==> src/inc/spc_pkg.sv <==
package spc_pkg;
    localparam int    POS_W         = 16;
    localparam int    SEC_W         = 11;
    localparam int    SEC_LSB       = 5;
    localparam int    ADDR_W        = 5;
    localparam int    VMAX_W        = 4;
    localparam int    CLK_MHZ       = 125;
    localparam int    UPDATE_US     = 1024;
    localparam int    UPDATE_CYC    = UPDATE_US * CLK_MHZ;
    localparam int    STEP_CYC_DEF  = 64;
    localparam logic [4:0] OTP_ADDR_RST = 5'h00;
    localparam logic [15:0] VEL_OFFSET = 16'h7fff;

    typedef enum logic [3:0] {
        SPC_CMD_NONE    = 4'h0,
        SPC_CMD_STATUS1 = 4'h1,
        SPC_CMD_STATUS2 = 4'h2,
        SPC_CMD_SETPOS  = 4'h3,
        SPC_CMD_INIT    = 4'h4,
        SPC_CMD_STOP    = 4'h5,
        SPC_CMD_CLRPOS  = 4'h6,
        SPC_CMD_OTP     = 4'h7,
        SPC_CMD_PARAM   = 4'h8
    } spc_cmd_t;

    typedef enum logic [1:0] {
        SPC_MV_IDLE  = 2'b00,
        SPC_MV_RUN   = 2'b01,
        SPC_MV_INIT1 = 2'b10,
        SPC_MV_INIT2 = 2'b11
    } spc_move_t;

    localparam logic [1:0] MODE_HALF = 2'h0;
    localparam logic [1:0] MODE_Q    = 2'h1;
    localparam logic [1:0] MODE_8    = 2'h2;
    localparam logic [1:0] MODE_16   = 2'h3;
endpackage

==> src/inc/spc_link_if.sv <==
`timescale 1ns/100ps
interface spc_link_if;
    logic                          reqValid;
    logic                          reqReady;
    logic [spc_pkg::ADDR_W-1:0]    reqAddr;
    logic                          reqHw;
    spc_pkg::spc_cmd_t             reqCmd;
    logic [15:0]                   reqArgA;
    logic [15:0]                   reqArgB;
    logic                          rspValid;
    logic [31:0]                   rspData;

    modport ctrl (output reqValid, reqAddr, reqHw, reqCmd, reqArgA, reqArgB,
                  input reqReady, rspValid, rspData);
    modport dev  (input reqValid, reqAddr, reqHw, reqCmd, reqArgA, reqArgB,
                  output reqReady, rspValid, rspData);
endinterface

==> src/design/spc_stepper.sv <==
`timescale 1ns/100ps
module spc_stepper #(
    parameter int STEP_CYC = spc_pkg::STEP_CYC_DEF
) (
    // Clock and reset.
    input  wire logic                     clk_sys,
    input  wire logic                     sys_rst,
    // Target and control.
    input  wire logic [15:0]              target,
    input  wire logic                     run,
    input  wire logic [1:0]               stepMode,
    input  wire logic                     loadZero,
    // Position.
    output logic      [15:0]              position,
    output logic                          atTarget
);
    typedef struct packed {
        logic [15:0] pos;
        logic [31:0] cnt;
    } spc_step_st_t;
    spc_step_st_t sQ, sD;
    logic [15:0] diff;
    logic [15:0] inc;

    always_comb begin
        sD = sQ;
        // Mode picks the weight of one step, read live so a change hits the running move.
        inc = 16'h0001 << (2'h3 - stepMode); // [RULE_13] [RULE_16]
        diff = target - sQ.pos; // [RULE_17]
        if (loadZero) begin
            sD.pos = 16'h0000;
            sD.cnt = '0;
        end else if (run && diff != 16'h0000) begin // [RULE_19]
            if (sQ.cnt >= 32'(STEP_CYC - 1)) begin
                sD.cnt = '0;
                // Wraparound arithmetic plus sign of the difference gives the short way.
                if (diff[15]) begin // [RULE_17]
                    sD.pos = (16'h0000 - diff) < inc ? target : sQ.pos - inc;
                end else begin
                    sD.pos = diff < inc ? target : sQ.pos + inc;
                end
            end else begin
                sD.cnt = sQ.cnt + 32'h1;
            end
        end
    end

    always_ff @(posedge clk_sys or posedge sys_rst) begin
        if (sys_rst) begin
            sQ <= '0;
        end else begin
            sQ <= sD;
        end
    end

    assign position = sQ.pos;
    assign atTarget = (sQ.pos == target);
endmodule

==> src/design/spc_device.sv <==
`timescale 1ns/100ps
// Function
// [RULE_01] Answer only own node address.
// [RULE_02] Fresh part physical address reads zero.
// [RULE_03] Address pin joins address match.
// [RULE_04] Defect flag is OR of coil faults.
// [RULE_05] Each coil fault set by own coil.
// [RULE_06] Switch never steers any state machine.
// [RULE_07] Host polls switch via status one.
// [RULE_08] Direction bit selects rotation sense.
// [RULE_09] No interrupt; host polls motion state.
// [RULE_10] Switch in status one, position status two.
// [RULE_11] Init second target reached clears position.
// [RULE_12] Velocity changes stay within one group.
// [RULE_13] Step mode change applies immediately.
// [RULE_14] Host emulates velocity mode by retargeting.
// [RULE_15] Positions two's complement, sixteenth steps.
// [RULE_16] Effective LSB moves with step mode.
// [RULE_17] Circular position, shortest way moved.
// [RULE_18] Secure position is upper eleven bits.
// [RULE_19] Motion runs until counter reaches target.
// [RULE_20] Switch flag one when driven, zero floating.
// [RULE_21] Switch flag sampled with position periodically.
// [RULE_22] Stop halts; clear zeroes both positions.
// [RULE_23] Host keeps init targets distinct.
module spc_device #(
    parameter int UPDATE_CYC = spc_pkg::UPDATE_CYC,
    parameter int STEP_CYC   = spc_pkg::STEP_CYC_DEF
) (
    // Clock and reset.
    input  wire logic         clk_sys,
    input  wire logic         sys_rst,
    // Link to the controller.
    spc_link_if.dev           link,
    // Switch pin sensed as driven high and driven low.
    input  wire logic         switchHigh,
    input  wire logic         switchLow,
    // Coil fault events.
    input  wire logic         coilAOver,
    input  wire logic         coilAOpen,
    input  wire logic         coilBOver,
    input  wire logic         coilBOpen,
    // Motor direction and step outputs.
    output logic              dirCw,
    output logic [15:0]       coilPhase
);
    typedef struct packed {
        logic [4:0]  otpAddr;
        logic        hwStrap;
        logic [15:0] target;
        logic [15:0] target2;
        spc_pkg::spc_move_t mv;
        logic [1:0]  stepMode;
        logic        shaft;
        logic [3:0]  vmax;
        logic        faultA;
        logic        faultB;
        logic        swFlag;
        logic [15:0] posSnap;
        logic [31:0] tick;
        logic [1:0]  swS1;
        logic [1:0]  swS2;
        logic [3:0]  fltS1;
        logic [3:0]  fltS2;
        logic        rspValid;
        logic [31:0] rspData;
    } spc_dev_st_t;
    spc_dev_st_t sQ, sD;
    logic [15:0] actual_position;
    logic        atTarget;
    logic        hit;
    logic        loadZero;
    logic        elecDefect;
    logic [10:0] securePos;
    // Field positions of the parameter word in the first argument.
    localparam int SHAFT_BIT = spc_pkg::VMAX_W;
    localparam int MODE_LSB  = spc_pkg::VMAX_W + 1;

    spc_stepper #(.STEP_CYC(STEP_CYC)) uStep (
        .clk_sys  (clk_sys),
        .sys_rst  (sys_rst),
        .target   (sQ.target),
        .run      (sQ.mv != spc_pkg::SPC_MV_IDLE),
        .stepMode (sQ.stepMode),
        .loadZero (loadZero),
        .position (actual_position),
        .atTarget (atTarget)
    );

    assign elecDefect = sQ.faultA | sQ.faultB; // [RULE_04]
    assign securePos  = actual_position[15:spc_pkg::SEC_LSB]; // [RULE_18]
    assign hit = link.reqValid && link.reqAddr == sQ.otpAddr // [RULE_01]
                 && link.reqHw == sQ.hwStrap; // [RULE_03]
    assign loadZero = (hit && link.reqCmd == spc_pkg::SPC_CMD_CLRPOS) // [RULE_22]
                      || (sQ.mv == spc_pkg::SPC_MV_INIT2 && atTarget); // [RULE_11]

    always_comb begin
        sD = sQ;
        sD.rspValid = 1'b0;
        sD.swS1 = {sQ.swS1[0], switchHigh};
        sD.swS2 = {sQ.swS2[0], switchLow};
        // Fault events come from the analog driver, so they pass two flops first.
        sD.fltS1 = {coilAOver, coilAOpen, coilBOver, coilBOpen};
        sD.fltS2 = sQ.fltS1;
        sD.faultA = sQ.faultA | sQ.fltS2[3] | sQ.fltS2[2]; // [RULE_05]
        sD.faultB = sQ.faultB | sQ.fltS2[1] | sQ.fltS2[0]; // [RULE_05]
        // Switch flag and position snapshot share one update tick.
        if (sQ.tick >= 32'(UPDATE_CYC - 1)) begin // [RULE_21]
            sD.tick = '0;
            sD.swFlag = sQ.swS1[1] | sQ.swS2[1]; // [RULE_20]
            sD.posSnap = actual_position;
        end else begin
            sD.tick = sQ.tick + 32'h1;
        end
        case (sQ.mv)
            spc_pkg::SPC_MV_RUN: begin
                if (atTarget) begin
                    sD.mv = spc_pkg::SPC_MV_IDLE; // [RULE_19]
                end
            end
            spc_pkg::SPC_MV_INIT1: begin
                if (atTarget) begin
                    sD.target = sQ.target2;
                    sD.mv = spc_pkg::SPC_MV_INIT2;
                end
            end
            spc_pkg::SPC_MV_INIT2: begin
                if (atTarget) begin
                    // Target and position both go to zero on one edge, so nothing moves on.
                    sD.target = 16'h0000; // [RULE_11]
                    sD.mv = spc_pkg::SPC_MV_IDLE;
                end
            end
            default: begin
                sD.mv = spc_pkg::SPC_MV_IDLE;
            end
        endcase
        // Switch state is never consulted below; it only reaches status one.
        if (hit) begin // [RULE_06]
            case (link.reqCmd)
                // No interrupt pin exists; motion state is read back here.
                spc_pkg::SPC_CMD_STATUS1: begin
                    sD.rspValid = 1'b1;
                    sD.rspData = {5'h00, securePos, // [RULE_18]
                                  sQ.swFlag, elecDefect, sQ.faultA, sQ.faultB, // [RULE_10]
                                  sQ.shaft, sQ.stepMode, 3'h0, sQ.vmax, // [RULE_12]
                                  sQ.mv}; // [RULE_09]
                    // The read clears the flags, but an event in the same cycle survives.
                    sD.faultA = sQ.fltS2[3] | sQ.fltS2[2];
                    sD.faultB = sQ.fltS2[1] | sQ.fltS2[0];
                end
                spc_pkg::SPC_CMD_STATUS2: begin
                    sD.rspValid = 1'b1;
                    sD.rspData = {sQ.posSnap, sQ.target}; // [RULE_10] [RULE_15]
                end
                spc_pkg::SPC_CMD_SETPOS: begin
                    // A set defect flag blocks new position moves, not init runs, until status one clears it.
                    if (!elecDefect) begin
                        sD.target = link.reqArgA; // [RULE_15]
                        sD.mv = spc_pkg::SPC_MV_RUN;
                    end
                end
                spc_pkg::SPC_CMD_INIT: begin
                    sD.target = link.reqArgA;
                    sD.target2 = link.reqArgB;
                    sD.mv = spc_pkg::SPC_MV_INIT1;
                end
                spc_pkg::SPC_CMD_STOP: begin
                    sD.mv = spc_pkg::SPC_MV_IDLE; // [RULE_22]
                    // Parking the target on the live position keeps the stepper from resuming.
                    sD.target = actual_position;
                end
                spc_pkg::SPC_CMD_CLRPOS: begin
                    sD.target = 16'h0000; // [RULE_22]
                    sD.mv = spc_pkg::SPC_MV_IDLE;
                end
                spc_pkg::SPC_CMD_PARAM: begin
                    // Velocity groups are the host's duty; the index is stored and read back.
                    sD.vmax = link.reqArgA[spc_pkg::VMAX_W-1:0]; // [RULE_12]
                    sD.shaft = link.reqArgA[SHAFT_BIT]; // [RULE_08]
                    sD.stepMode = link.reqArgA[MODE_LSB+:2]; // [RULE_13]
                end
                spc_pkg::SPC_CMD_OTP: begin
                    // Programming only sets bits, as a fuse would.
                    sD.otpAddr = sQ.otpAddr | link.reqArgA[spc_pkg::ADDR_W-1:0];
                end
                default: begin
                    sD.rspValid = 1'b0;
                end
            endcase
        end
    end

    always_ff @(posedge clk_sys or posedge sys_rst) begin
        if (sys_rst) begin
            sQ <= '0;
            // Reset also drops programmed address bits, unlike a real fuse array.
            sQ.otpAddr <= spc_pkg::OTP_ADDR_RST; // [RULE_02]
            sQ.stepMode <= spc_pkg::MODE_16;
        end else begin
            sQ <= sD;
        end
    end

    assign link.reqReady = 1'b1;
    assign link.rspValid = sQ.rspValid;
    assign link.rspData  = sQ.rspData;
    assign dirCw     = sQ.shaft; // [RULE_08]
    assign coilPhase = sQ.shaft ? actual_position : 16'h0000 - actual_position;
endmodule

==> src/flat_wrapper.sv <==
// flat-port wrapper written by rule: the top's interface ports become plain ports
module spc_device_flat 
#(
    parameter int UPDATE_CYC = spc_pkg::UPDATE_CYC,
    parameter int STEP_CYC   = spc_pkg::STEP_CYC_DEF
)
  (clk_sys, sys_rst, switchHigh, switchLow, coilAOver, coilAOpen, coilBOver, coilBOpen, dirCw, coilPhase, link_reqValid, link_reqAddr, link_reqHw, link_reqCmd, link_reqArgA, link_reqArgB, link_reqReady, link_rspValid, link_rspData);
  spc_link_if link_i ();
  input  wire logic clk_sys;
  input  wire logic sys_rst;
  input  wire logic switchHigh;
  input  wire logic switchLow;
  input  wire logic coilAOver;
  input  wire logic coilAOpen;
  input  wire logic coilBOver;
  input  wire logic coilBOpen;
  output logic dirCw;
  output logic [15:0] coilPhase;
  input wire logic [$bits(link_i.reqValid)-1:0] link_reqValid;
  input wire logic [$bits(link_i.reqAddr)-1:0] link_reqAddr;
  input wire logic [$bits(link_i.reqHw)-1:0] link_reqHw;
  input wire logic [$bits(link_i.reqCmd)-1:0] link_reqCmd;
  input wire logic [$bits(link_i.reqArgA)-1:0] link_reqArgA;
  input wire logic [$bits(link_i.reqArgB)-1:0] link_reqArgB;
  output wire logic [$bits(link_i.reqReady)-1:0] link_reqReady;
  output wire logic [$bits(link_i.rspValid)-1:0] link_rspValid;
  output wire logic [$bits(link_i.rspData)-1:0] link_rspData;
  assign link_i.reqValid = link_reqValid;
  assign link_i.reqAddr = link_reqAddr;
  assign link_i.reqHw = link_reqHw;
  assign link_i.reqCmd = link_reqCmd;
  assign link_i.reqArgA = link_reqArgA;
  assign link_i.reqArgB = link_reqArgB;
  assign link_reqReady = link_i.reqReady;
  assign link_rspValid = link_i.rspValid;
  assign link_rspData = link_i.rspData;
  spc_device #(.UPDATE_CYC(UPDATE_CYC), .STEP_CYC(STEP_CYC)) u_core (.clk_sys(clk_sys), .sys_rst(sys_rst), .link(link_i), .switchHigh(switchHigh), .switchLow(switchLow), .coilAOver(coilAOver), .coilAOpen(coilAOpen), .coilBOver(coilBOver), .coilBOpen(coilBOpen), .dirCw(dirCw), .coilPhase(coilPhase));
endmodule
==> config.mk <==
export PLATFORM = sky130hd
export DESIGN_NAME = spc_device_flat
export DESIGN_NICKNAME = d
export VERILOG_FILES = /design/src/inc/spc_pkg.sv /design/src/inc/spc_link_if.sv /design/src/design/spc_stepper.sv /design/src/design/spc_device.sv /design/src/flat_wrapper.sv
export SDC_FILE = /design/constraint.sdc
export NUM_CORES = 1
export LEC_CHECK = 0
export ABC_AREA = 1
export ABC_CLOCK_PERIOD_IN_PS = 6040
export BUFFER_PORTS_ARGS = -buffer_cell sky130_fd_sc_hd__buf_2
export CORE_ASPECT_RATIO = 0.6
export CORE_MARGIN = 5
export CORE_UTILIZATION = 35
export CTS_BUF_LIST = sky130_fd_sc_hd__clkbuf_4 sky130_fd_sc_hd__clkbuf_8
export CTS_CLUSTER_DIAMETER = 120
export DETAILED_ROUTE_END_ITERATION = 8
export PLACE_DENSITY = 0.59
export SLEW_MARGIN = 20
export SYNTH_ARGS = -nofsm -noshare
export SYNTH_HDL_FRONTEND = slang
export SYNTH_SLANG_ARGS = --single-unit
export TNS_END_PERCENT = 100
==> constraint.sdc <==
create_clock -name clk_sys -period 6.04 [get_ports clk_sys]
set_input_delay 0 -clock clk_sys [delete_from_list [all_inputs] [get_ports clk_sys]]
set_output_delay 0 -clock clk_sys [all_outputs]
set_load 0.02 [all_outputs]
==> impl_metrics.env, run 1 <==
export IMPL_holdWs_ns=0.120
export IMPL_initial_core_util_pct=35.5
export IMPL_met3WireLength_um=5030
export IMPL_worstPathRequired_ns=6.47
export IMPL_cts_buffers=17
export IMPL_vias=10780
export IMPL_core_rowCount=51
export IMPL_area_growth_pct=13.5
export IMPL_vias_per_cell=5.17
export IMPL_crit_fanout=35
export IMPL_htree_levels=4
export IMPL_synth_edf_count=0
export IMPL_core_area_um2=32400
export IMPL_netlist_area_um2=11500
export IMPL_final_cells=2087
export IMPL_layout_drive_gt1_share_pct=11.4
export IMPL_min_period_ns=4.97
export IMPL_gr_total_overflow=0
export IMPL_initialDrtViolationCount=1520
export IMPL_setup_ws_ns=1.07
export IMPL_wl_met1_um=19600
export IMPL_dr_pass1_iters=6
export IMPL_ys_types=46
export IMPL_final_max_slew_viol_count=0
export IMPL_dpl_hpwl_um=30600
export IMPL_place_ws_ns=1.29
export IMPL_power_density_nw_per_um2=214
export IMPL_wl_um=40200
export IMPL_synth_common_cells="nand2_1, dfrtp_1, inv_1"
export IMPL_nets=1737
export IMPL_cp_cell_sequence="clkinv_1 -> ha_1 -> nand2_1 -> inv_1 -> a21oi_1 -> nand3_1 -> nand2_1 -> nand2_1 -> nand2_1 -> nand2_1 -> buf_4 -> nor3b_4 -> nand3b_1 -> nand2_1 -> nand2_2 -> nand2_1 -> buf_4 -> o21ai_1 -> nor2_1"
export IMPL_worstPathArrival_ns=5.40
export IMPL_top_layer_used="met5"
export IMPL_port_buffers=100
export IMPL_grt_pass1_vias=9862
export IMPL_place_gp_congestion=1.02
export IMPL_antenna_cells=0
export IMPL_die_w_um=244
export IMPL_cts_root_buf="clkbuf_8"
export IMPL_max_vdd_ir_drop_uv=152
export IMPL_wl_per_cell_um=19.2
export IMPL_crit_top_cell="nand2_1"
export IMPL_clk_pin_slew_ns=0.12
export IMPL_drc=0
export IMPL_ys_warn_count=0
export IMPL_yosys_cell_count_top_type="nand2_1"
export IMPL_insertion_delay_ns=0.50
export IMPL_crit_buf_inv=4
export IMPL_critical_path_class="register to register"
export IMPL_hold_viol_final=0
export IMPL_clkSinkCount=190
export IMPL_slew_headroom_pct=30.5
export IMPL_min_from="link_reqHw"
export IMPL_netlist_instances=1550
export IMPL_ys_seq_area_share_pct=41.4
export IMPL_slowest_delay_ns=0.63
export IMPL_postRouteAntennaNets=0
export IMPL_synth_top_area_share_pct=40.9
export IMPL_grt_pass1_wl_um=61400
export IMPL_critPathTopFamily="simple AND/OR/NAND/NOR gates"
export IMPL_ys_ff_latch=190
export IMPL_fmax_ghz=0.201
export IMPL_crit_path_top_delay_cell="nor3b_4"
export IMPL_synth_largest_area_cell="dfrtp_1"
export IMPL_dieArea_um2=36700
export IMPL_grtUsageTotal_pct=22.0
export IMPL_die_h_um=150
export IMPL_async_flop_share_pct=100
export IMPL_cp_end_kind="register"
export IMPL_setup_tns_ns=0
export IMPL_p_leak_nw=7.07
export IMPL_dp_cells=2011
export IMPL_grt_max_degree=126
export IMPL_synth_area_top_cells="dfrtp_1, nand2_1, inv_1"
export IMPL_drv_cap=0
export IMPL_dr_wl_met2_um=15100
export IMPL_fill_cells=3372
export IMPL_worstHoldPathType="input port to register"
export IMPL_startpoint="u_core.uStep.position[10]"
export IMPL_io_pins=102
export IMPL_synth_flop_cell="dfrtp_1"
export IMPL_setup_viol_count_final=0
export IMPL_post_cts_buffers=0
export IMPL_worst_pin_slew_ns=1.04
export IMPL_skew_ns=0.0194
export IMPL_r2r_start="u_core.uStep.position[10]"
export IMPL_clk_path_buf_depth=2
export IMPL_status="finished, final reports clean"
export IMPL_grt_antenna_before_repair=0
export IMPL_cp_start_kind="register"
export IMPL_grt_setup_unrepaired="false"
export IMPL_cts_tree="built"
export IMPL_synth_area_per_cell_um2=7.42
export IMPL_fin_crit_sh_pct=82.3
[stage by stage]
step	area, um^2	total power [mW]	utilization (%)
6_report	13100	2.80	40.3
5_1_grt	13100	2.93	40.3
4_1_cts	13100	2.80	40.3
3_5_place_dp	12200	1.86	37.6
2_1_floorplan	11600	1.72	-
3_3_place_gp	12200	1.86	37.6
[cell usage in the layout (no fill, tap or decap), types with 18 or more instances in the layout]
| master | synthesis | routed |
|---|---|---|
| xor2_1 | 48 | 48 |
| nand2_1 | 373 | 373 |
| nand3_1 | 116 | 116 |
| buf_2 | 10 | 100 |
| nor2_1 | 171 | 171 |
| inv_1 | 187 | 186 |
| nand4_1 | 30 | 30 |
| dfrtp_1 | 188 | 188 |
| a21oi_1 | 68 | 68 |
| clkbuf_8 | 0 | 18 |
| ha_1 | 33 | 33 |
| o31ai_1 | 19 | 19 |
| o21ai_0 | 103 | 103 |
| dlygate4sd3_1 | 0 | 44 |
| nor3_1 | 34 | 33 |
[where the power goes]
part           internal (mW)  total [mW]  switching (mW)
Sequential              1.29        1.31          0.0149
Clock                  0.402       0.921           0.519
Combinational          0.154       0.569           0.415
Total                   1.85        2.80           0.949
[layer usage]
metal | global-route usage (%) | vias to the layer above
met1 | 34.7 | 5069
met3 | 8.25 | 33
met5 | 2.01 | -
met2 | 28.4 | 548
met4 | 3.16 | 2
li1 | - | 5128
[final timing paths]
kind                                          end  cells after the start  slack (ns)
max                            u_core.uStep.sQ[4]                     19        1.07
min                                u_core.sQ[103]                      5        0.12
max reg2reg                    u_core.uStep.sQ[4]                     19        1.07
min reg2reg                         u_core.sQ[33]                      0        0.36
max in group asynchronous  u_core.link.rspData[8]                      4        4.33
min in group asynchronous           u_core.sQ[53]                      3        0.23
[state kept, by name (all words and copies together) (netlist names)]
name	flops
u_core.sQ	102
u_core.link.rspData	32
u_core.sD	6
u_core.uStep.position	16
u_core.link.rspValid	1
u_core.dirCw	1
u_core.uStep.sQ	32
[cells by family after synthesis]
family,count (synthesis),synth area share [%]
compound gates,209,9.89
xor+xnor,49,3.73
fa+ha+maj,36,4.11
buf+inv,286,10.8
flops,190,41.4
mux,16,1.57
other cells,2,0.0653
simple gates,762,28.5
[final cells by class]
type / instances / area, um^2 / area share (%)
Multi-Input combinational cell: 1088 / 5560 / 42.6
Clock buffer: 19 / 255 / 1.96
Tap cell: 424 / 531 / 4.06
Timing Repair Buffer: 156 / 1030 / 7.90
Sequential cell: 190 / 4760 / 36.4
Inverter: 197 / 747 / 5.72
Clock inverter: 13 / 170 / 1.30
[worst reg2reg max path: stages (launching register included)]
cell and delay (ns):
dfrtp_1 0.58, clkinv_1 0.40, ha_1 0.51, nand2_1 0.18, inv_1 0.05, a21oi_1 0.33, nand3_1 0.24, nand2_1 0.16
nand2_1 0.06, nand2_1 0.05, nand2_1 0.05, buf_4 0.25, nor3b_4 0.63, nand3b_1 0.21, nand2_1 0.17, nand2_2 0.37
nand2_1 0.17, buf_4 0.29, o21ai_1 0.11, nor2_1 0.10
[timing repair]
item | CTS | global route
hold endpoints to repair | 177 | 0
resized for setup | 0 | 0
hold buffers | 44 | 0
endpoints found under the setup margin | 0 | 0
Power figures use the tool's default switching activity.
==> inputs of run 2 (changes only) <==
Settings changed: ABC_CLOCK_PERIOD_IN_PS 6040 to 4500, PLACE_DENSITY 0.59 to 0.6.
Clock period 6.04 ns to 4.5 ns, I/O delays scaled along.
==> run 2 against run 1 <==
Net effect:
- register-to-register slack lost 0.55 ns
- maximum frequency is 25% higher
- clock skew decreased by 0.0021 ns
- utilization is 0.62 points higher
- sequential share of layout area fell by 0.55 points
- highest routed layer is now met4
- via count shrank 0.15%
- hold slack better by 0.0089 ns
- wire length is 6.2% lower
- sequential cell count did not move
- critical endpoint is now u_core.uStep.position[8]
==> impl_metrics.env, run 2 (synthesis results as in run 1) <==
export IMPL_status="finished, final reports clean"
export IMPL_cp_cell_sequence="inv_1 -> fa_1 -> nand2_1 -> inv_1 -> nor2_1 -> nor2_1 -> inv_1 -> nand2_1 -> nand2_1 -> inv_1 -> ha_1 -> a21oi_1 -> o21a_1 -> nand3_1 -> nor2_1 -> nand3_1 -> nor2_1 -> nand3_1 -> nor2_4 -> nand2_4 -> nand2_1 -> nand3_1 -> nand2_1 -> nand2_1"
export IMPL_cp_end_kind="register"
export IMPL_fmax_ghz=0.251
export IMPL_io_pins=102
export IMPL_worstHoldPathType="input port to register"
export IMPL_vias_per_cell=5.11
export IMPL_cts_buffers=17
export IMPL_vias=10764
export IMPL_wl_um=37700
export IMPL_final_common_cell="nand2_1"
export IMPL_port_buffers=100
export IMPL_area_growth_pct=15.2
export IMPL_crit_fanout=16
export IMPL_grt_setup_unrepaired="false"
export IMPL_final_max_slew_viol_count=0
export IMPL_clk_pin_slew_ns=0.11
export IMPL_gr_total_overflow=0
export IMPL_slowest_delay_ns=0.57
export IMPL_grtUsageTotal_pct=20.6
export IMPL_core_rowCount=51
export IMPL_drc=0
export IMPL_crit_buf_inv=4
export IMPL_hold_buffers=46
export IMPL_cts_resized=0
export IMPL_initialDrtViolationCount=1172
export IMPL_grt_max_degree=177
export IMPL_cp_start_kind="register"
export IMPL_fill_cells=3341
export IMPL_grt_pass1_vias=10017
export IMPL_dpl_hpwl_um=28600
export IMPL_skew_ns=0.0173
export IMPL_setup_viol_count_final=0
export IMPL_post_cts_buffers=0
export IMPL_placed_cell_area_um2=12300
export IMPL_postRouteAntennaNets=0
export IMPL_fin_crit_sh_pct=88.5
export IMPL_initial_core_util_pct=35.5
export IMPL_die_w_um=244
export IMPL_cts_root_buf="clkbuf_8"
export IMPL_critPathTopFamily="simple AND/OR/NAND/NOR gates"
export IMPL_dp_cells=2028
export IMPL_slew_headroom_pct=48.0
export IMPL_critical_path_class="register to register"
export IMPL_htree_levels=4
export IMPL_grt_antenna_before_repair=0
export IMPL_worst_pin_slew_ns=0.777
export IMPL_dieArea_um2=36700
export IMPL_die_h_um=150
export IMPL_crit_top_cell="nand2_1"
export IMPL_antenna_cells=0
export IMPL_p_leak_nw=7.17
export IMPL_core_area_um2=32400
export IMPL_crit_path_top_delay_cell="fa_1"
export IMPL_final_cell_mix="nand2_1, dfrtp_1, inv_1"
export IMPL_regArea_um2=4760
export IMPL_hold_viol_final=0
export IMPL_multiInputGateArea_um2=5560
export IMPL_holdWs_ns=0.128
export IMPL_largest_reg_flops=102
export IMPL_final_cells=2107
export IMPL_min_period_ns=3.98
export IMPL_power_density_nw_per_um2=288
export IMPL_largest_register="u_core.sQ"
export IMPL_worstPathRequired_ns=4.90
export IMPL_nets=1757
export IMPL_wl_per_cell_um=17.9
export IMPL_layout_drive_gt1_share_pct=12.3
export IMPL_max_vdd_ir_drop_uv=229
export IMPL_worstPathArrival_ns=4.38
export IMPL_insertion_delay_ns=0.50
export IMPL_place_gp_congestion=0.992
export IMPL_drv_cap=0
export IMPL_clkSinkCount=190
export IMPL_grt_pass1_wl_um=58700
export IMPL_design_area_um2=13300
export IMPL_cts_tree="built"
export IMPL_clk_path_buf_depth=2
export IMPL_setup_tns_ns=0
export IMPL_dr_pass1_iters=5
## run 2: cell types whose count changed in the layout (fill, tap and decap cells not counted), sizes merged
cell	change
clkbuf	+1
clkinvlp	+2
buf	+18
dlygate4sd3	+2
inv	-2
clkinv	-2
bufinv	+1
## run 2: final cells by class
| cell class | instances | share of cell area (%) |
|---|---|---|
| Multi-Input combinational cell | 1088 | 42.0 |
| Tap cell | 424 | 4.00 |
| Inverter | 197 | 5.61 |
| Clock inverter | 12 | 1.31 |
| Sequential cell | 190 | 35.9 |
| Clock buffer | 20 | 2.03 |
| Timing Repair Buffer | 176 | 9.19 |
## run 2: tightest hold or removal path: stages
cell and delay (ns):
buf_2 0.07, nor4_1 0.03, and3_1 0.27, nand4_1 0.13, a21boi_0 0.08
## run 2: layer usage
metal / global-route usage (%) / part of all wire (%) / vias to the layer above
met5: 0 / 0 / -
met4: 4.40 / 1.6 / 0
met3: 7.33 / 11 / 42
met2: 27.2 / 39 / 477
met1: 31.9 / 48 / 5085
li1: - / - / 5160
## run 2: stage by stage
stage               worst slack [ns]  utilization, %  total power, mW
CTS                            0.563            40.8             3.82
global placement               0.647            38.0             2.51
floorplan                       1.15               -             2.31
finish                         0.519            40.9             3.81
global route                  0.0468            40.9             3.99
detailed placement             0.595            38.0             2.51
## run 2: final timing paths
kind | end | from | cells after the start | slack [ns]
max | u_core.uStep.position[8] | u_core.uStep.position[1] | 24 | 0.52
min | u_core.sQ[103] | link_reqHw | 5 | 0.13
max reg2reg | u_core.uStep.position[8] | u_core.uStep.position[1] | 24 | 0.52
min reg2reg | u_core.sQ[33] | u_core.sD[33] | 0 | 0.36
max in group asynchronous | u_core.sQ[140] | sys_rst | 6 | 2.61
min in group asynchronous | u_core.sQ[76] | sys_rst | 4 | 0.61
## run 2: power by group
part	internal [mW]	leakage, nW	total (mW)	switching, mW
Clock	0.604	0.225	1.28	0.673
Sequential	1.74	2.55	1.76	0.0209
Combinational	0.237	4.39	0.778	0.541
Total	2.58	7.17	3.81	1.23
==> inputs of run 3 (changes only) <==
Settings changed: SYNTH_HIERARCHICAL set to 1.
==> run 3 against run 2 <==
Net effect:
- first-iteration DRC count is 20% higher
- non-clock buffer count is 7 lower
- sequential share of layout area is 2.2 points lower
- wire length is 7.7% higher
- final area is 6.5% higher
- critical path depth is 2 higher
- critical path type unchanged
- synthesized cell count is 19% higher
- highest routed layer is now met5
- sequential cell count stayed put
==> impl_metrics.env, run 3 <==
export IMPL_status="finished, final reports clean"
export IMPL_ys_types=42
export IMPL_grt_max_degree=60
export IMPL_largest_reg_flops=102
export IMPL_core_rowCount=53
export IMPL_insertion_delay_ns=0.51
export IMPL_initialDrtViolationCount=1410
export IMPL_synth_area_top_cells="dfrtp_1, nand2_1, inv_1"
export IMPL_netlist_area_um2=12600
export IMPL_synth_largest_area_cell="dfrtp_1"
export IMPL_worstHoldPathType="input port to async pin"
export IMPL_cts_tree="built"
export IMPL_grtUsageTotal_pct=20.3
export IMPL_htree_levels=4
export IMPL_die_w_um=254
export IMPL_setup_ws_ns=0.377
export IMPL_drc=0
export IMPL_fmax_ghz=0.243
export IMPL_layout_drive_gt1_share_pct=11.9
export IMPL_crit_fanout=16
export IMPL_worst_pin_slew_ns=1.11
export IMPL_grt_pass1_vias=11094
export IMPL_nets=2033
export IMPL_clk_pin_slew_ns=0.12
export IMPL_min_period_ns=4.12
export IMPL_ys_ff_latch=190
export IMPL_final_max_slew_viol_count=0
export IMPL_critical_path_class="register to register"
export IMPL_grt_antenna_before_repair=2
export IMPL_vias=11975
export IMPL_fin_crit_sh_pct=91.6
export IMPL_slew_headroom_pct=25.5
export IMPL_synth_flop_cell="dfrtp_1"
export IMPL_grt_pass1_wl_um=62700
export IMPL_grt_setup_unrepaired="false"
export IMPL_p_leak_nw=7.77
export IMPL_gr_total_overflow=0
export IMPL_core_area_um2=35200
export IMPL_area_growth_pct=12.4
export IMPL_dieArea_um2=39900
export IMPL_synth_top_area_share_pct=37.5
export IMPL_dr_pass1_iters=6
export IMPL_place_ws_ns=0.455
export IMPL_setup_tns_ns=0
export IMPL_io_pins=102
export IMPL_worstPathRequired_ns=4.89
export IMPL_wl_per_cell_um=16.7
export IMPL_die_h_um=157
export IMPL_synth_common_cells="nand2_1, inv_1, dfrtp_1"
export IMPL_ys_warn_count=6
export IMPL_dpl_hpwl_um=31000
export IMPL_initial_core_util_pct=35.6
export IMPL_setup_viol_count_final=0
export IMPL_ys_seq_area_share_pct=37.9
export IMPL_clk_path_buf_depth=2
export IMPL_place_gp_congestion=0.995
export IMPL_power_density_nw_per_um2=456
export IMPL_final_cell_mix="nand2_1, inv_1, dfrtp_1"
export IMPL_max_vdd_ir_drop_uv=308
export IMPL_clkSinkCount=190
export IMPL_postRouteAntennaNets=0
export IMPL_cp_start_kind="register"
export IMPL_wl_um=40600
export IMPL_design_power_total_mw=6.44
export IMPL_worstPathArrival_ns=4.51
export IMPL_largest_register="u_core/sQ"
export IMPL_netlist_instances=1842
export IMPL_cts_buffers=17
export IMPL_cts_root_buf="clkbuf_8"
export IMPL_synth_area_per_cell_um2=6.81
export IMPL_synth_edf_count=0
export IMPL_yosys_cell_count_top_type="nand2_1"
export IMPL_async_flop_share_pct=100
export IMPL_final_common_cell="nand2_1"
export IMPL_skew_ns=0.0212
export IMPL_port_buffers=100
export IMPL_fill_cells=3765
export IMPL_vias_per_cell=4.93
export IMPL_cp_end_kind="register"
export IMPL_reg2reg_slack_ns=0.38
export IMPL_postLayoutCoreUtil_pct=40.1
export IMPL_drv_cap=0
export IMPL_hold_viol_final=0
==> run 3: cell types whose count changed after synthesis, sizes merged, moves of 23 or more <==
cell	change
buf	+26
nand3	+56
inv	+51
o21ai	-23
nand2	+288
==> run 3: worst max-delay path, cell delays in order, from the launching register on <==
cell and delay, ns:
dfrtp_1 0.51, inv_1 0.10, ha_1 0.14, inv_1 0.09, fa_1 0.49, nand2_1 0.16, inv_2 0.05, nor2_2 0.21
nor2_2 0.07, nand3_1 0.17, nand2_1 0.08, inv_1 0.05, ha_1 0.23, nand2_1 0.07, nand2_1 0.04, a31oi_1 0.20
nand2_1 0.10, nor2_1 0.17, nand2_1 0.07, nor2_1 0.10, nand3_1 0.08, nor2_1 0.17, nand3_4 0.26, nand2_1 0.16
nand3_1 0.09, nand2_1 0.10, nand2_1 0.06
==> run 3: worst paths after layout <==
kind	start	to	cells after the start
setup / recovery	u_core/sQ[121]	u_core/uStep/position[6]	26
hold / removal	sys_rst	u_core/sQ[109]	3
setup reg to reg	u_core/sQ[121]	u_core/uStep/position[6]	26
hold reg to reg	u_core/sD[42]	u_core/sQ[42]	0
max in group asynchronous	sys_rst	u_core/sQ[64]	4
min in group clk_sys	link_reqValid	u_core/sQ[94]	6
==> run 3: metrics by stage <==
stage	instances	hold slack [ns]	area [um^2]
3_3_place_gp	2343	0.109	13200
4_1_cts	2424	0.0750	14100
2_1_floorplan	1856	0.0314	12600
3_5_place_dp	2343	0.110	13200
5_1_grt	2426	0.0983	14100
6_report	2428	0.112	14100
==> run 3: cells by family after synthesis <==
| group | share of synthesized area [%] |
|---|---|
| flops | 37.9 |
| other cells | 0.0598 |
| compound gates | 5.87 |
| buf+inv | 12.1 |
| xor+xnor | 3.42 |
| simple gates | 36.9 |
| fa+ha+maj | 3.77 |
==> run 3: cell type report <==
type                            count  area [um^2]  share of cell area (%)
Sequential cell                   190         4760                    33.7
Clock inverter                     13          123                   0.869
Antenna cell                        2         5.00                  0.0355
Clock buffer                       19          255                    1.81
Inverter                          240          908                    6.44
Multi-Input combinational cell   1328         6330                    44.8
Timing Repair Buffer              169         1150                    8.17
Tap cell                          467          584                    4.14
==> run 3: per-layer routing <==
layer | routed length [um] | vias up | track usage (%)
met3 | 4680 | 41 | 8.01
met5 | 13 | - | 0
met1 | 20200 | 5625 | 31.3
met2 | 15000 | 455 | 25.8
li1 | - | 5852 | -
met4 | 627 | 2 | 5.21
==> run 3: repair_timing <==
action                                  CTS  global route
hold buffers                             49             0
endpoints found under the setup margin    0             5
buffers inserted                          0             2
gates resized for setup                   0             1
hold endpoints to repair                153             0
==> run 3: power breakdown <==
group | total [mW] | internal (mW) | leakage [nW] | switching (mW)
sequential | 1.91 | 1.79 | 2.53 | 0.115
combinational | 3.42 | 0.981 | 5.05 | 2.44
clock | 1.12 | 0.425 | 0.189 | 0.692
